File: src/bridge_hdr_defs.svh
// Offsets, field positions and reset values of the bridge header bank.
// Assumes a 32-bit APB slave: each register is one word at 4 x index.
`ifndef BRIDGE_HDR_DEFS_SVH
`define BRIDGE_HDR_DEFS_SVH

// Register indices; byte address is four times the index
`define IDX_CLASS_CODE 10'h009
`define IDX_CACHE_LINE_SIZE 10'h00C
`define IDX_PRIMARY_LAT 10'h00D
`define IDX_HEADER_TYPE 10'h00E
`define IDX_SELF_TEST 10'h00F
`define IDX_UNUSED_WIN0 10'h010
`define IDX_UNUSED_WIN1 10'h014
`define IDX_UPSTREAM_BUS 10'h018
`define IDX_DOWNSTREAM_BUS 10'h019
`define IDX_HIGHEST_BUS 10'h01A
`define IDX_SECONDARY_LAT 10'h01B
`define IDX_IO_WINDOW_LOW 10'h01C
`define IDX_IO_WINDOW_HIGH 10'h01D
`define IDX_CAP_LOCK 10'h040

// Fixed read values
`define VAL_PROG_IF 8'h00
`define VAL_SUB_CLASS 8'h04
`define VAL_BASE_CLASS 8'h06
`define VAL_HEADER_TYPE 8'h01
`define VAL_SELF_TEST 8'h00
`define VAL_LATENCY 8'h00
`define VAL_UNUSED_WIN 32'h0000_0000

// Reset values
`define RST_CACHE_LINE 8'h00
`define RST_BUS_NUMBER 8'h00
`define RST_IO_CAP 1'b1
`define RST_IO_LOW 4'hF
`define RST_IO_HIGH 4'h0
`define RST_CAP_LOCK 1'b0

// Field positions and window fill patterns
`define FLD_IO_CAP 0
`define FLD_NIBBLE_HI 7
`define FLD_NIBBLE_LO 4
`define IO_LOW_FILL 12'h000
`define IO_HIGH_FILL 12'hFFF
`define NUM_BUS_REGS 3

`endif

File: src/bridge_hdr_pkg.sv
// Types used by the bridge header bank; its window comparator uses none of them.
// Assumes bridge_hdr_defs.svh is on the include path.
`default_nettype none

package bridge_hdr_pkg;
    typedef logic [9:0] reg_index_t;
    typedef logic [7:0] byte_t;

    // All state of the register bank, registered as one word
    typedef struct packed {
        logic pready;
        logic pslverr;
        logic [31:0] prdata;
        byte_t cache_line_size;
        byte_t [2:0] bus_number;
        logic io_width_capability;
        logic [3:0] io_window_low;
        logic [3:0] io_window_high;
        logic cap_lock;
        logic in_window;
        logic forward;
    } bridge_state_s;
endpackage

`default_nettype wire

File: src/io_window_match.sv
// Inclusive I/O window compare from the base and limit nibbles.
// Assumes address comes from logic on the same clock; purely combinational.
`default_nettype none
`include "bridge_hdr_defs.svh"

module io_window_match (
    input wire logic [3:0] io_window_low,
    input wire logic [3:0] io_window_high,
    input wire logic [31:0] addr,
    output logic hit
);
    logic [15:0] lower;
    logic [15:0] upper;

    assign lower = {io_window_low, `IO_LOW_FILL};
    assign upper = {io_window_high, `IO_HIGH_FILL};

    // inclusive range check
    // Upper address half lives outside this bank, so it must be zero here
    assign hit = (addr[31:16] == 16'h0000) && (addr[15:0] >= lower)
        && (addr[15:0] <= upper);
endmodule

`default_nettype wire

File: src/bridge_type1_header_regs.sv
// Type 1 bridge header bank, indices 0x009 to 0x01D, behind an APB slave.
// Assumes one clock; the I/O request comes from logic on that clock.
//
// Our own choice: the APB register port.
`default_nettype none
`include "bridge_hdr_defs.svh"

// Functional notes
// - class code fixed, bridge-to-bridge, no subtractive
// - cache line size read/write, no effect
// - header type fixed, type 1 single function
// - self-test byte reads zero
// - both unused windows read zero
// - both latency timers read zero
// - upstream bus number read/write, no effect
// - downstream and highest bus numbers read/write
// - width capability bit, lockable, resets one
// - limit bit 0 mirrors capability bit
// - base nibble read/write, resets all ones
// - limit nibble read/write, resets zero
// - window governs which I/O is forwarded
module bridge_type1_header_regs (
    input wire logic clock,
    input wire logic reset,
    input wire logic psel,
    input wire logic penable,
    input wire logic pwrite,
    input wire logic [11:0] paddr,
    input wire logic [31:0] pwdata,
    input wire logic [3:0] pstrb,
    output logic [31:0] prdata,
    output logic pready,
    output logic pslverr,
    input wire logic io_req_valid,
    input wire logic [31:0] io_req_addr,
    output logic io_in_window,
    output logic io_forward,
    output logic [7:0] downstream_bus_number,
    output logic [7:0] highest_bus_number,
    output logic io_width_capability
);
    // How the bank behaves on the bus:
    // - every transfer is answered in its first access cycle, no waits
    // - read data and the error flag are taken at setup, so both are
    //   flop outputs in the access cycle and zero outside it
    // - an unmapped or misaligned word gives an error and reads zero
    // - writes to fixed words, or without lane 0, vanish silently
    // - the lock word freezes only the I/O width bit, nothing else
    // - two bus numbers leave the bank for routing; the upstream one
    //   stays inside, since nothing here depends on it
    // The window verdict is registered: it appears one cycle after the
    // request, and the in-window level holds until the next request.
    // Decode helpers, the state register pair and the read path
    bridge_hdr_pkg::bridge_state_s s_q;
    bridge_hdr_pkg::bridge_state_s s_d;
    logic window_hit;
    logic setup_phase;
    logic access_done;
    bridge_hdr_pkg::reg_index_t idx;
    logic aligned;
    logic [31:0] read_word;
    logic read_hit;
    logic write_commit;

    // Maps a byte address to a register index
    // Bits 1:0 are dropped here; alignment is judged on its own, so a
    // misaligned word still decodes but is refused with an error
    function automatic bridge_hdr_pkg::reg_index_t to_index(
        input logic [11:0] a
    );
        to_index = a[11:2];
    endfunction

    // True when the index names a register of this bank
    // The lock word is ours and sits well clear of the header words
    // A new register needs its index here and in both case statements
    function automatic logic is_mapped(
        input bridge_hdr_pkg::reg_index_t i
    );
        case (i)
            `IDX_CLASS_CODE,
            `IDX_CACHE_LINE_SIZE,
            `IDX_PRIMARY_LAT,
            `IDX_HEADER_TYPE,
            `IDX_SELF_TEST,
            `IDX_UNUSED_WIN0,
            `IDX_UNUSED_WIN1,
            `IDX_UPSTREAM_BUS,
            `IDX_DOWNSTREAM_BUS,
            `IDX_HIGHEST_BUS,
            `IDX_SECONDARY_LAT,
            `IDX_IO_WINDOW_LOW,
            `IDX_IO_WINDOW_HIGH,
            `IDX_CAP_LOCK: begin
                is_mapped = 1'b1;
            end
            default: begin
                is_mapped = 1'b0;
            end
        endcase
    endfunction

    // True when the index is one of the three bus number bytes
    // The three bytes sit at consecutive indices, so a range will do
    function automatic logic is_bus_reg(
        input bridge_hdr_pkg::reg_index_t i
    );
        is_bus_reg = (i >= `IDX_UPSTREAM_BUS) && (i <= `IDX_HIGHEST_BUS);
    endfunction

    // Compare lives in its own module so forwarding logic can reuse it
    // It sees only the two nibbles: the width bit does not widen the
    // window, since the upper I/O address half lives outside this bank
    // The verdict is registered in the state word, not in there
    io_window_match u_window (
        .io_window_low(s_q.io_window_low),
        .io_window_high(s_q.io_window_high),
        .addr(io_req_addr),
        .hit(window_hit)
    );

    // Bus phase decode
    // The bank answers in the first access cycle, so access_done marks
    // the one edge at which a write may take effect
    assign setup_phase = psel && !penable;
    assign access_done = psel && penable && s_q.pready;
    assign idx = to_index(paddr);
    assign aligned = (paddr[1:0] == 2'b00);
    // Only the low lane carries data for byte registers
    assign write_commit = access_done && pwrite && read_hit && pstrb[0];

    // Read multiplexer, upper bits of byte registers read zero
    // Each byte register sits alone in bits 7:0 of its word, so
    // software never has to mask neighbouring fields
    always_comb begin
        read_word = 32'h0000_0000;
        read_hit = aligned && is_mapped(idx);
        case (idx)
            `IDX_CLASS_CODE: begin
                // Base class, sub class, interface, high to low
                read_word[23:0] = {`VAL_BASE_CLASS, `VAL_SUB_CLASS,
                    `VAL_PROG_IF};
            end
            `IDX_CACHE_LINE_SIZE: begin
                read_word[7:0] = s_q.cache_line_size;
            end
            `IDX_PRIMARY_LAT: begin
                read_word[7:0] = `VAL_LATENCY;
            end
            `IDX_HEADER_TYPE: begin
                read_word[7:0] = `VAL_HEADER_TYPE;
            end
            `IDX_SELF_TEST: begin
                read_word[7:0] = `VAL_SELF_TEST;
            end
            `IDX_UNUSED_WIN0: begin
                read_word = `VAL_UNUSED_WIN;
            end
            `IDX_UNUSED_WIN1: begin
                read_word = `VAL_UNUSED_WIN;
            end
            `IDX_UPSTREAM_BUS: begin
                read_word[7:0] = s_q.bus_number[0];
            end
            `IDX_DOWNSTREAM_BUS: begin
                read_word[7:0] = s_q.bus_number[1];
            end
            // Highest bus number sits in slot two
            `IDX_HIGHEST_BUS: begin
                read_word[7:0] = s_q.bus_number[2];
            end
            `IDX_SECONDARY_LAT: begin
                read_word[7:0] = `VAL_LATENCY;
            end
            // bits 3 to 1 stay zero
            `IDX_IO_WINDOW_LOW: begin
                read_word[`FLD_NIBBLE_HI:`FLD_NIBBLE_LO] =
                    s_q.io_window_low;
                read_word[`FLD_IO_CAP] = s_q.io_width_capability;
            end
            `IDX_IO_WINDOW_HIGH: begin
                read_word[`FLD_NIBBLE_HI:`FLD_NIBBLE_LO] =
                    s_q.io_window_high;
                read_word[`FLD_IO_CAP] = s_q.io_width_capability;
            end
            // Lock word reads back in bit 0
            `IDX_CAP_LOCK: begin
                read_word[0] = s_q.cap_lock;
            end
            // Unmapped index, refused through read_hit as well
            default: begin
                read_word = 32'h0000_0000;
            end
        endcase
        // Misaligned or unmapped access reads back zero
        // so a refused read can never leak a neighbouring register
        if (!read_hit) begin
            read_word = 32'h0000_0000;
        end
    end

    // Next state of the whole bank
    always_comb begin
        // Everything holds unless a branch below moves it
        s_d = s_q;

        // Ready one cycle after setup: every access has one wait-free
        // access phase, so the master never stalls more than that
        // A transfer therefore takes exactly two cycles on the bus
        s_d.pready = setup_phase;

        // Read data and error are captured at setup and held in access
        // Capture at setup keeps prdata a flop output with no wait state;
        // a write just before has landed by then, so nothing reads stale
        if (setup_phase) begin
            s_d.prdata = pwrite ? 32'h0000_0000 : read_word;
            s_d.pslverr = !read_hit;
        end else if (access_done) begin
            s_d.prdata = 32'h0000_0000;
            s_d.pslverr = 1'b0;
        end

        // Writes land only at the completing edge, low lane only;
        // read-only bytes silently ignore writes without an error
        // A strobe without lane 0 is dropped whole, never merged
        if (write_commit) begin
            case (idx)
                `IDX_CACHE_LINE_SIZE: begin
                    s_d.cache_line_size = pwdata[7:0];
                end
                // bits 3 to 1 not stored
                `IDX_IO_WINDOW_LOW: begin
                    s_d.io_window_low =
                        pwdata[`FLD_NIBBLE_HI:`FLD_NIBBLE_LO];
                    // Bits 3 to 1 of the written byte are dropped
                    // capability write unless locked
                    if (!s_q.cap_lock) begin
                        s_d.io_width_capability = pwdata[`FLD_IO_CAP];
                    end
                end
                // limit nibble write, bit 0 ignored
                `IDX_IO_WINDOW_HIGH: begin
                    // Bit 0 is a mirror, so its written value is dropped
                    s_d.io_window_high =
                        pwdata[`FLD_NIBBLE_HI:`FLD_NIBBLE_LO];
                end
                // Lock guards the capability bit against stray writes
                // Writing one freezes the width bit until written zero
                `IDX_CAP_LOCK: begin
                    s_d.cap_lock = pwdata[0];
                end
                // Fixed words drop the data; no error is raised
                `IDX_CLASS_CODE, `IDX_HEADER_TYPE, `IDX_SELF_TEST,
                `IDX_PRIMARY_LAT, `IDX_SECONDARY_LAT, `IDX_UNUSED_WIN0,
                `IDX_UNUSED_WIN1: begin
                end
                // Bus numbers are stored by the loop below
                default: begin
                end
            endcase

            // upstream, downstream and highest stored
            // One slot per byte keeps the three writes identical
            for (int b = 0; b < `NUM_BUS_REGS; b++) begin
                if (is_bus_reg(idx) &&
                    (idx - `IDX_UPSTREAM_BUS) == 10'(b)) begin
                    s_d.bus_number[b] = pwdata[7:0];
                end
            end
        end

        // in_window keeps the last verdict; forward is a one-cycle pulse
        // that the forwarding logic may take as a grant, and cycles
        // without a request leave the verdict alone
        // window steers forwarding
        if (io_req_valid) begin
            s_d.in_window = window_hit;
        end
        s_d.forward = io_req_valid && window_hit;
    end

    // Single state register; reset loads constants only
    // A reset in mid-run also opens the lock, so boot code may choose
    // the I/O width again before it sets up the window
    always_ff @(posedge clock or posedge reset) begin
        if (reset) begin
            // Bus handshake and read path start idle
            s_q.pready <= 1'b0;
            s_q.pslverr <= 1'b0;
            s_q.prdata <= 32'h0000_0000;
            s_q.cache_line_size <= `RST_CACHE_LINE;
            s_q.bus_number <= {`NUM_BUS_REGS{`RST_BUS_NUMBER}};
            s_q.io_width_capability <= `RST_IO_CAP;
            // Window starts empty, base above limit
            // base nibble resets all ones
            s_q.io_window_low <= `RST_IO_LOW;
            s_q.io_window_high <= `RST_IO_HIGH;
            // Lock starts open
            s_q.cap_lock <= `RST_CAP_LOCK;
            // No request seen yet, so no verdict and no forward
            s_q.in_window <= 1'b0;
            s_q.forward <= 1'b0;
        end else begin
            s_q <= s_d;
        end
    end

    // Outputs straight from the state register
    // The upstream number stays inside: nothing downstream uses it
    // Every port is a flop output, so no port sees a decode glitch
    assign prdata = s_q.prdata;
    assign pready = s_q.pready;
    assign pslverr = s_q.pslverr;
    assign io_in_window = s_q.in_window;
    assign io_forward = s_q.forward;
    assign downstream_bus_number = s_q.bus_number[1];
    assign highest_bus_number = s_q.bus_number[2];
    assign io_width_capability = s_q.io_width_capability;
endmodule

`default_nettype wire

File: config.mk
export PLATFORM = sky130hd
export DESIGN_NAME = bridge_type1_header_regs
export DESIGN_NICKNAME = d
export VERILOG_FILES = /design/src/bridge_hdr_pkg.sv /design/src/io_window_match.sv /design/src/bridge_type1_header_regs.sv
export VERILOG_INCLUDE_DIRS = /design/src
export SDC_FILE = /design/constraint.sdc
export NUM_CORES = 1
export LEC_CHECK = 0
export BUFFER_PORTS_ARGS = -buffer_cell sky130_fd_sc_hd__clkbuf_2
export CORE_AREA = 2 2 106 67
export DETAILED_ROUTE_END_ITERATION = 10
export DIE_AREA = 0 0 108 69
export GPL_ROUTABILITY_DRIVEN = 1
export PLACE_DENSITY_LB_ADDON = 0.25
export SLEW_MARGIN = 20
export SYNTH_ARGS = -nofsm -noshare
export SYNTH_HDL_FRONTEND = slang
export SYNTH_SLANG_ARGS = --single-unit
File: constraint.sdc
create_clock -name clock -period 3.8 [get_ports clock]
set_clock_uncertainty 0.15 [all_clocks]
set_input_delay 0.19 -clock clock [delete_from_list [all_inputs] [get_ports clock]]
set_output_delay 0.19 -clock clock [all_outputs]
set_load 0.01 [all_outputs]
==> flow_summary.yaml, run 1 <==
sta:
  layout_setup_ws_ns: 1.312
  fin_crit_sh_pct: 65.47
  slew_headroom_pct: 31.52
  rsz_0062_raised_after_global_routing: "false"
  timing.fmax_mhz: 401.9
  setup-violations-final: 0
  maxSlewViolCount: 0
  totalNegativeSetupSlack_ns: 0
  tightestPinTransition_ns: 1.001
  finalCriticalPeriod_ns: 2.488
  report.final.hold_viol_count: 0
grt:
  grt_first_pass_wirelength_um: 12860
  grt_usage_pct: 21.95
  number_of_global_route_vias_before_repair: 2625
  globalRouteOverflowTotal: 0
  grt_start_max_net_pins: 33
  antenna_found_initial: 0
layout:
  share_of_final_layout_standard_cells_stronger_than_drive_strength_1_pct: 39.59
  area_growth_pct: 14.09
  insertedDiodeCount: 0
  finish.utilization_pct: 58.22
  final_net_count: 488
  post-route-cell-area_sq_um: 3770
critical_path:
  worst-setup-path-type: "flop to flop"
  crit_required_ns: 3.81
  critPathTopFamily: "compound AO/OA/AOI/OAI gates"
  critPathMaxStageDelay_ns: 0.88
  timing.critical_path.slowest_stage_cell: "sky130_fd_sc_hd__a2111oi_0"
  cp-start-kind: "flop"
  timing.critical_path.fanout_max: 3
  critPathCaptureType: "flop"
  arrival_time_reported_for_the_critical_path_endpoint_ns: 2.50
  worstPathCellList: "ha_1 > nor4b_1 > nand4_1 > a21oi_1 > a2111oi_0 > o22ai_1"
  path_buf_inv: 0
cts:
  clock_tree_from_tritoncts: "yes"
  total_cts_buffers: 5
  cts_max_level: 2
  clock_insertion_delay_worst_skew_ns: 0.32
  clock-sinks: 55
  cts_resized: 0
  clk_root_buffer_cell: "sky130_fd_sc_hd__clkbuf_8"
  path_clk_slew_ns: 0.11
  postCtsHoldBufs: 9
  postCtsSetupRepairBufs: 0
  clk_path_buf_depth: 2
flow_run:
  maxCapViolCount: 0
synthesis:
  synthArstFlopShare_pct: 100.0
  total_of_warnings_raised_by_yosys: 0
  postSynthCellCount: 320
  yosys_most_used_dff: "sky130_fd_sc_hd__dfrtp_1"
  ffs_latches_synth: 55
  yosysSeqAreaShare_pct: 41.84
  ys_types: 51
  avgSynthCellArea_sq_um: 10.33
  number_of_flops_mapped_to_enable_cells_by_yosys: 0
  syn_area_sq_um: 3304
placement:
  place.detailed.hpwl_um: 5930
  globalplace.congestion: 0.8018
  pre_cts_slack_ns: 1.119
  port_buffers: 90
  total_placed_instance_area_sq_um: 3577
pwr:
  peakVddDrop_uv: 219.4
  power.density_nw_per_um2: 284.0
  static_leakage_nw: 1.948
  totalPowerFinal_w: 0.001071
die:
  fp.dieW_um: 108
  chipHeight_um: 69
  initial_utilization_pct: 51.03
  core_region_area_sq_um: 6475
  floorplan.io_pins: 139
  design.die.area_sq_um: 7452
  row_count: 23
drt:
  vias: 2580
  ant_nets: 0
  via_cell_ratio: 5.364
  post_drt_wl_per_cell_um: 16.07
  drc: 0
  routed_wl_um: 7730
  drt_pre_antenna_iters: 7
  dr.first_iter.drc_count: 140
outcome:
  outcome: "finished, final reports clean"
hold_path:
  min_path_type: "primary input to flop"
power breakdown:
group / switching [W] / total [W] / leakage, nW / internal [W]
Combinational: 0.0000765 / 0.000126 / 1.17 / 0.0000494
Sequential: 0.00000127 / 0.000588 / 0.721 / 0.000587
Clock: 0.000217 / 0.000356 / 0.0515 / 0.000139
registers in the layout (all words and copies together), names as in the netlist:
signal and cells:
s_q 25, prdata 9, downstream_bus_number 8, highest_bus_number 8
io_forward 1, io_in_window 1, io_width_capability 1, pready 1
pslverr 1
stage by stage:
stage / hold WS, ns / instances
4_1_cts: 0.004331 / 481
5_1_grt: 0.02148 / 481
3_5_place_dp: 0.08555 / 464
2_1_floorplan: 0.1282 / 340
6_report: 0.01371 / 481
3_3_place_gp: 0.07927 / 464
area by class of cell:
cell class                 instances  area [sq um]
tap                               87         108.9
inverter                          16         60.06
timing repair buffer             104         578.1
multi-input combinational        211          1538
clock buffer                       5         68.82
clock inverter                     3         33.78
fill                             554          2705
sequential                        55          1383
layout by cell type, fill, tap and decap left out, drive strengths merged, types with 8 or more instances in the layout:
cell,synthesis,final
clkbuf,9,95
dfrtp,50,50
mux2,37,37
nand2,30,30
conb,1,21
inv,16,17
o21ai,14,14
a22oi,9,9
ha,9,9
dlygate4sd3,0,9
nand4,9,9
nor2,9,9
nor4,9,9
a22o,8,8
worst register-to-register path: cells and delay by family, from the launching register on:
| family | cells | cell delay, ns |
|---|---|---|
| adders and majority gates | 1 | 0.24 |
| and+or+nand+nor | 2 | 0.24 |
| DFF | 1 | 0.57 |
| AOI/OAI and AO/OA | 3 | 1.15 |
synth_stat cells (all sizes together), types with 6 or more instances:
cell type	count	share of area (%)
dfrtp	50	38
buf	49	11
mux2	37	13
nand2	30	3.4
inv	16	1.8
o21ai	14	2.1
a22oi	9	2.0
clkbuf	9	1.0
ha	9	3.4
nand4	9	1.9
nor2	9	1.1
nor4	9	2.8
a22o	8	2.1
a21oi	6	0.91
path summary, 6_finish.rpt:
kind	startpoint	end	cells after the start	slack, ns
setup reg to reg	s_q[7]	io_in_window	6	1.31
hold reg to reg	prdata[0]	prdata[0]	2	0.34
max in group asynchronous	reset	s_q[7]	4	2.39
min in group asynchronous	reset	highest_bus_number[0]	3	0.28
setup / recovery	s_q[7]	io_in_window	6	1.31
hold / removal	psel	pready	2	0.01
metal layers:
layer	vias up	track usage [%]	part of all wire, %
met5	-	0	0
met4	0	4.131	0.67
met3	9	4.163	4.9
met2	87	35.29	46
met1	1250	31.20	49
li1	1234	-	-
cell families (layout without fill, tap and decap cells):
kind of cell	after synthesis	in the layout	share of synthesized area, %
AO/OA/AOI/OAI	54	54	11.51
XOR/XNOR	2	2	0.5302
adder cells (fa/ha/maj)	9	9	3.408
buffers and inverters	74	128	13.90
flip-flops	55	55	41.84
multiplexers	38	38	12.91
other	1	21	0.1135
AND/OR/NAND/NOR	87	87	15.79
No activity file was read; power rests on OpenSTA's default activity.
==> run 2: changes to the inputs <==
CORE_AREA = 2 2 111 70   (was 2 2 106 67)
DIE_AREA = 0 0 113 72   (was 0 0 108 69)
clock period = 2.4 ns   (was 3.8 ns; I/O delays follow)
==> run 2 against run 1 <==
Effect of this change:
- the run now ends with design-rule violations left
- final area rose by 5.3%
- sequential cell count stayed put
- highest routed layer unchanged
- worst hold slack got worse by 0.0079 ns
- routed wire length is 0.43% higher
- fmax rose by 6.8%
- global-route usage down 2.4 points
- critical path depth up 1
==> flow_summary.yaml, run 2 (synthesized netlist as in run 1, its figures left out) <==
cts:
  path_clk_slew_ns: 0.07
  postCtsHoldBufs: 12
  cts_resized: 0
  total_cts_buffers: 5
  postCtsSetupRepairBufs: 0
  clock-sinks: 55
  clk_path_buf_depth: 2
  clk_root_buffer_cell: "sky130_fd_sc_hd__clkbuf_16"
  clock_tree_from_tritoncts: "yes"
  clock_insertion_delay_worst_skew_ns: 0.29
  cts_max_level: 2
critical_path:
  critPathTopFamily: "compound AO/OA/AOI/OAI gates"
  worstPathCellList: "ha_1 > nor4b_1 > nand4_1 > a21oi_1 > a2111oi_0 > buf_4 > o22ai_1"
  critical_path.reg2reg.startpoint: "s_q[7]"
  timing.critical_path.fanout_max: 3
  timing.critical_path.slowest_stage_cell: "sky130_fd_sc_hd__a2111oi_0"
  critPathMaxStageDelay_ns: 0.68
  critPathCaptureType: "flop"
  crit_required_ns: 2.41
  arrival_time_reported_for_the_critical_path_endpoint_ns: 2.34
  worst-setup-path-type: "flop to flop"
  cp-start-kind: "flop"
  timing.critical_path.depth: 7
  rr_worst_depth: 7
  setup_slack_reg_to_reg_ns: 0.07
  path_buf_inv: 1
  worst_r2r_endpoint: "io_in_window"
layout:
  most-common-layout-cells: "sky130_fd_sc_hd__clkbuf_2 (90), sky130_fd_sc_hd__dfrtp_1 (50), sky130_fd_sc_hd__mux2_2 (37)"
  layout_top_registers: "s_q (25), prdata (9)"
  post_layout_nonfiller_instances: 501
  layout.cells.most_common: "sky130_fd_sc_hd__clkbuf_2"
  insertedDiodeCount: 0
  largest_reg_flops: 25
  final_net_count: 504
  top_register: "s_q"
  share_of_final_layout_standard_cells_stronger_than_drive_strength_1_pct: 41.22
  area_growth_pct: 20.18
hold_path:
  hold_depth: 4
  timing.hold.worst_endpoint: "prdata[0]"
  min_path_type: "primary input to flop"
  hold_path_startpoint: "pwrite"
flow_run:
  maxCapViolCount: 0
grt:
  grt_first_pass_wirelength_um: 12560
  number_of_global_route_vias_before_repair: 2446
  grt_usage_pct: 19.55
  antenna_found_initial: 0
  grt_start_max_net_pins: 56
  globalRouteOverflowTotal: 0
die:
  row_count: 24
  design.die.area_sq_um: 8136
  chipHeight_um: 72
  fp.dieW_um: 113
  floorplan.io_pins: 139
  core_region_area_sq_um: 7087
  initial_utilization_pct: 46.63
sta:
  finalCriticalPeriod_ns: 2.329
  timing.fmax_mhz: 429.3
  maxSlewViolCount: 0
  holdWs_ns: 0.005764
  layout_setup_ws_ns: 0.07059
  totalNegativeSetupSlack_ns: 0
  setup-violations-final: 0
  report.final.hold_viol_count: 0
  tightestPinTransition_ns: 0.7486
  fin_crit_sh_pct: 97.06
  rsz_0062_raised_after_global_routing: "false"
  slew_headroom_pct: 48.80
pwr:
  power.density_nw_per_um2: 479.8
  totalPowerFinal_w: 0.001905
  peakVddDrop_uv: 396.0
  static_leakage_nw: 2.061
placement:
  globalplace.congestion: 0.8835
  pre_cts_slack_ns: 0.08872
  place.detailed.hpwl_um: 5872
  place.detailed.instances: 481
  port_buffers: 90
drt:
  ant_nets: 0
  drt_pre_antenna_iters: 7
  vias: 2599
  post_drt_wl_per_cell_um: 15.50
  via_cell_ratio: 5.188
  drc: 7
  routed_wl_um: 7763
  dr.first_iter.drc_count: 184
outcome:
  outcome: "complete, but fails checks"
  violations_in_the_final_reports: "design-rule violations"
[run 2: cell types whose count changed in the layout (fill, tap and decap cells not counted)]
cell                            delta
sky130_fd_sc_hd__clkbuf_8          -4
sky130_fd_sc_hd__clkinv_8          -1
sky130_fd_sc_hd__clkbuf_16         +5
sky130_fd_sc_hd__inv_6             -1
sky130_fd_sc_hd__inv_8             +1
sky130_fd_sc_hd__dlygate4sd3_1     +3
sky130_fd_sc_hd__buf_4            +12
sky130_fd_sc_hd__buf_12            +1
[run 2: worst max-delay path by stage]
stage             start      endpoint  slack (ns)
2_1_floorplan  paddr[7]       s_q[12]        0.21
6_report         s_q[7]  io_in_window        0.07
3_3_place_gp   paddr[7]       s_q[15]        0.07
4_1_cts          s_q[7]  io_in_window        0.15
5_1_grt          s_q[7]  io_in_window        0.01
3_5_place_dp   paddr[7]       s_q[16]        0.09
[run 2: worst min-delay path, delay by kind of cell]
kind	cells	cell delay, ns
AO/OA/AOI/OAI	2	0.13
buffers and inverters	1	0.10
AND/OR/NAND/NOR	1	0.05
[run 2: where the power goes]
group | switching, W | internal [W] | total [W]
combinational | 0.000123 | 0.0000901 | 0.000213
sequential | 0.00000199 | 0.000929 | 0.000931
clock | 0.000336 | 0.000425 | 0.000761
[run 2: layer usage]
metal	vias up	GRT usage, %	part of all wire (%)	routed length (um)
li1	1274	-	-	-
met1	1252	30.35	51	3958
met2	71	29.41	43	3373
met3	2	3.676	5.3	412
met4	0	2.304	0.24	19
met5	-	0	0	0
[run 2: final cells by class]
type	instances	area, sq um
Fill cell	628	3115
Multi-Input combinational cell	211	1538
Sequential cell	55	1383
Timing Repair Buffer	120	718.2
Clock buffer	6	138.9
Tap cell	91	113.9
Inverter	16	60.06
Clock inverter	2	20.02
[run 2: stage by stage]
stage | util [%] | cell area, sq um
after floorplan | - | 3379
after global placement | 52.10 | 3692
after detailed placement | 52.10 | 3692
after CTS | 56.04 | 3971
after global routing | 56.04 | 3971
final | 56.04 | 3971
==> run 3: changes to the inputs <==
ABC_AREA = 1   (was not set)
CORE_AREA = 2 2 113 71   (was 2 2 111 70)
DIE_AREA = 0 0 115 73   (was 0 0 113 72)
==> run 3 against run 2 <==
Effect of this change:
- critical path depth fell by 1
- count of clock-buffer cells in the layout unchanged
- die area up 3.2%
- the run now ends clean
- worst hold slack improved by 0.028 ns
- largest power group unchanged
- global-route usage up 2.3 points
- non-clock buffer count decreased by 18
- routed wire length rose by 9.8%
==> flow_summary.yaml, run 3 <==
grt:
  globalRouteOverflowTotal: 0
  grt_first_pass_wirelength_um: 14100
  number_of_global_route_vias_before_repair: 2979
  grt_usage_pct: 21.82
  grt_start_max_net_pins: 29
  antenna_found_initial: 0
pwr:
  static_leakage_nw: 2.183
  power.density_nw_per_um2: 478.3
  peakVddDrop_uv: 248.5
synthesis:
  yosys.area.top_type_share_pct: 34.73
  most_used_standard_cell_by_instance_count_after_synthesis: "sky130_fd_sc_hd__nand2_1"
  avgSynthCellArea_sq_um: 7.814
  yosys_most_used_dff: "sky130_fd_sc_hd__dfrtp_1"
  postSynthCellCount: 461
  yosysSeqAreaShare_pct: 38.38
  synthArstFlopShare_pct: 100.0
  syn_area_sq_um: 3602
  number_of_flops_mapped_to_enable_cells_by_yosys: 0
  synth_largest_area_cell: "sky130_fd_sc_hd__dfrtp_1"
  ffs_latches_synth: 55
  post_synth_main_area_contributors: "sky130_fd_sc_hd__dfrtp_1 (35%), sky130_fd_sc_hd__nand2_1 (12%), sky130_fd_sc_hd__buf_4 (10%)"
  total_of_warnings_raised_by_yosys: 0
  ys_top_cells_by_count: "sky130_fd_sc_hd__nand2_1 (111), sky130_fd_sc_hd__dfrtp_1 (50), sky130_fd_sc_hd__buf_4 (48)"
  ys_types: 41
placement:
  pre_cts_slack_ns: 0.3591
  place.detailed.hpwl_um: 6620
  globalplace.congestion: 0.8321
  port_buffers: 90
critical_path:
  timing.critical_path.slowest_stage_cell: "sky130_fd_sc_hd__dfstp_2"
  crit_path_capture: "io_in_window"
  critPathCaptureType: "flop"
  crit_path_start: "s_q[10]"
  critPathMaxStageDelay_ns: 0.55
  worst-setup-path-type: "flop to flop"
  worst_r2r_endpoint: "io_in_window"
  critical_path.reg2reg.startpoint: "s_q[10]"
  rr_worst_depth: 6
  arrival_time_reported_for_the_critical_path_endpoint_ns: 1.97
  setup_slack_reg_to_reg_ns: 0.49
  cp-start-kind: "flop"
  crit_required_ns: 2.46
  timing.critical_path.fanout_max: 3
  worstPathCellList: "inv_1 > ha_1 > nand4_1 > o41ai_1 > nand3_1 > o21ai_0"
drt:
  vias: 3170
  drc: 0
  post_drt_wl_per_cell_um: 13.49
  via_cell_ratio: 5.016
  drt_pre_antenna_iters: 5
  ant_nets: 0
  dr.first_iter.drc_count: 221
  routed_wl_um: 8523
cts:
  postCtsHoldBufs: 8
  postCtsSetupRepairBufs: 0
  cts_resized: 0
  total_cts_buffers: 5
  cts_max_level: 2
  path_clk_slew_ns: 0.07
  clk_root_buffer_cell: "sky130_fd_sc_hd__clkbuf_16"
  clock_tree_from_tritoncts: "yes"
  clk_path_buf_depth: 2
  clock_insertion_delay_worst_skew_ns: 0.29
  clock-sinks: 55
layout:
  insertedDiodeCount: 0
  share_of_final_layout_standard_cells_stronger_than_drive_strength_1_pct: 28.07
  final_net_count: 632
  top_register: "s_q"
  most-common-layout-cells: "sky130_fd_sc_hd__nand2_1 (111), sky130_fd_sc_hd__clkbuf_2 (90), sky130_fd_sc_hd__dfrtp_1 (50)"
  layout_top_registers: "s_q (25), prdata (9)"
  area_growth_pct: 14.17
  layout.cells.most_common: "sky130_fd_sc_hd__nand2_1"
  largest_reg_flops: 25
sta:
  totalNegativeSetupSlack_ns: 0
  slew_headroom_pct: 59.68
  timing.fmax_mhz: 524.2
  fin_crit_sh_pct: 79.49
  setup-violations-final: 0
  finalCriticalPeriod_ns: 1.908
  report.final.hold_viol_count: 0
  tightestPinTransition_ns: 0.6039
  rsz_0062_raised_after_global_routing: "false"
  layout_setup_ws_ns: 0.4923
  maxSlewViolCount: 0
die:
  design.die.area_sq_um: 8395
  fp.dieW_um: 115
  chipHeight_um: 73
  core_region_area_sq_um: 7507
  row_count: 25
  initial_utilization_pct: 47.98
  floorplan.io_pins: 139
hold_path:
  min_path_type: "primary input to flop"
  hold_depth: 4
outcome:
  outcome: "finished, final reports clean"
flow_run:
  maxCapViolCount: 0
-- run 3: layer usage --
| metal | share of wire (%) | global-route usage (%) | vias to the layer above |
|---|---|---|---|
| met3 | 7.1 | 6.395 | 8 |
| met4 | 0.76 | 3.481 | 0 |
| met2 | 43 | 34.77 | 110 |
| met1 | 49 | 30.25 | 1468 |
| li1 | - | - | 1584 |
| met5 | 0 | 0 | - |
-- run 3: area by class of cell --
class                      count  area (sq um)
fill                         738          3395
sequential                    55          1383
timing repair buffer         102         560.5
clock inverter                 2         38.79
clock buffer                   6         128.9
multi-input combinational    317          1668
inverter                      56         216.5
tap                           94         117.6
-- run 3: report_power, final --
part | internal [W] | switching [W] | leakage, nW
registers | 0.000929 | 0.00000141 | 0.742
logic | 0.0000746 | 0.000134 | 1.36
clock network | 0.000497 | 0.000331 | 0.0815
-- run 3: cells by family after synthesis --
group           count (synthesis)  synth area share [%]
compound gates                 69                 11.46
other cells                     1                0.1041
simple gates                  218                 29.52
flops                          55                 38.38
buf+inv                       109                 17.40
fa+ha+maj                       9                 3.126
-- run 3: through the flow --
stage	util [%]	cell area [sq um]	hold slack, ns	power [W]	cells
6_report	54.78	4113	0.03422	0.001967	632
5_1_grt	54.78	4113	0.02534	0.002067	632
4_1_cts	54.78	4113	0.02879	0.001988	632
3_5_place_dp	51.48	3865	0.06014	0.001147	616
3_3_place_gp	51.48	3865	0.05369	0.001142	616
2_1_floorplan	-	3677	0.04629	0.001083	481
-- run 3: how the worst min path moves through the flow --
stage | slack (ns) | startpoint | end
2_1_floorplan | 0.05 | penable | pready
3_3_place_gp | 0.05 | reset | prdata[7]
3_5_place_dp | 0.06 | reset | prdata[7]
4_1_cts | 0.03 | pwrite | prdata[4]
5_1_grt | 0.03 | pwdata[5] | downstream_bus_number[5]
6_report | 0.03 | pwrite | prdata[7]
-- run 3: critical path, delay by kind of cell, from the launching register on --
| family | cells | cell delay (ns) |
|---|---|---|
| AND/OR/NAND/NOR | 2 | 0.24 |
| flip-flops | 1 | 0.55 |
| adder cells (fa/ha/maj) | 1 | 0.30 |
| buffers and inverters | 1 | 0.04 |
| AO/OA/AOI/OAI | 2 | 0.55 |
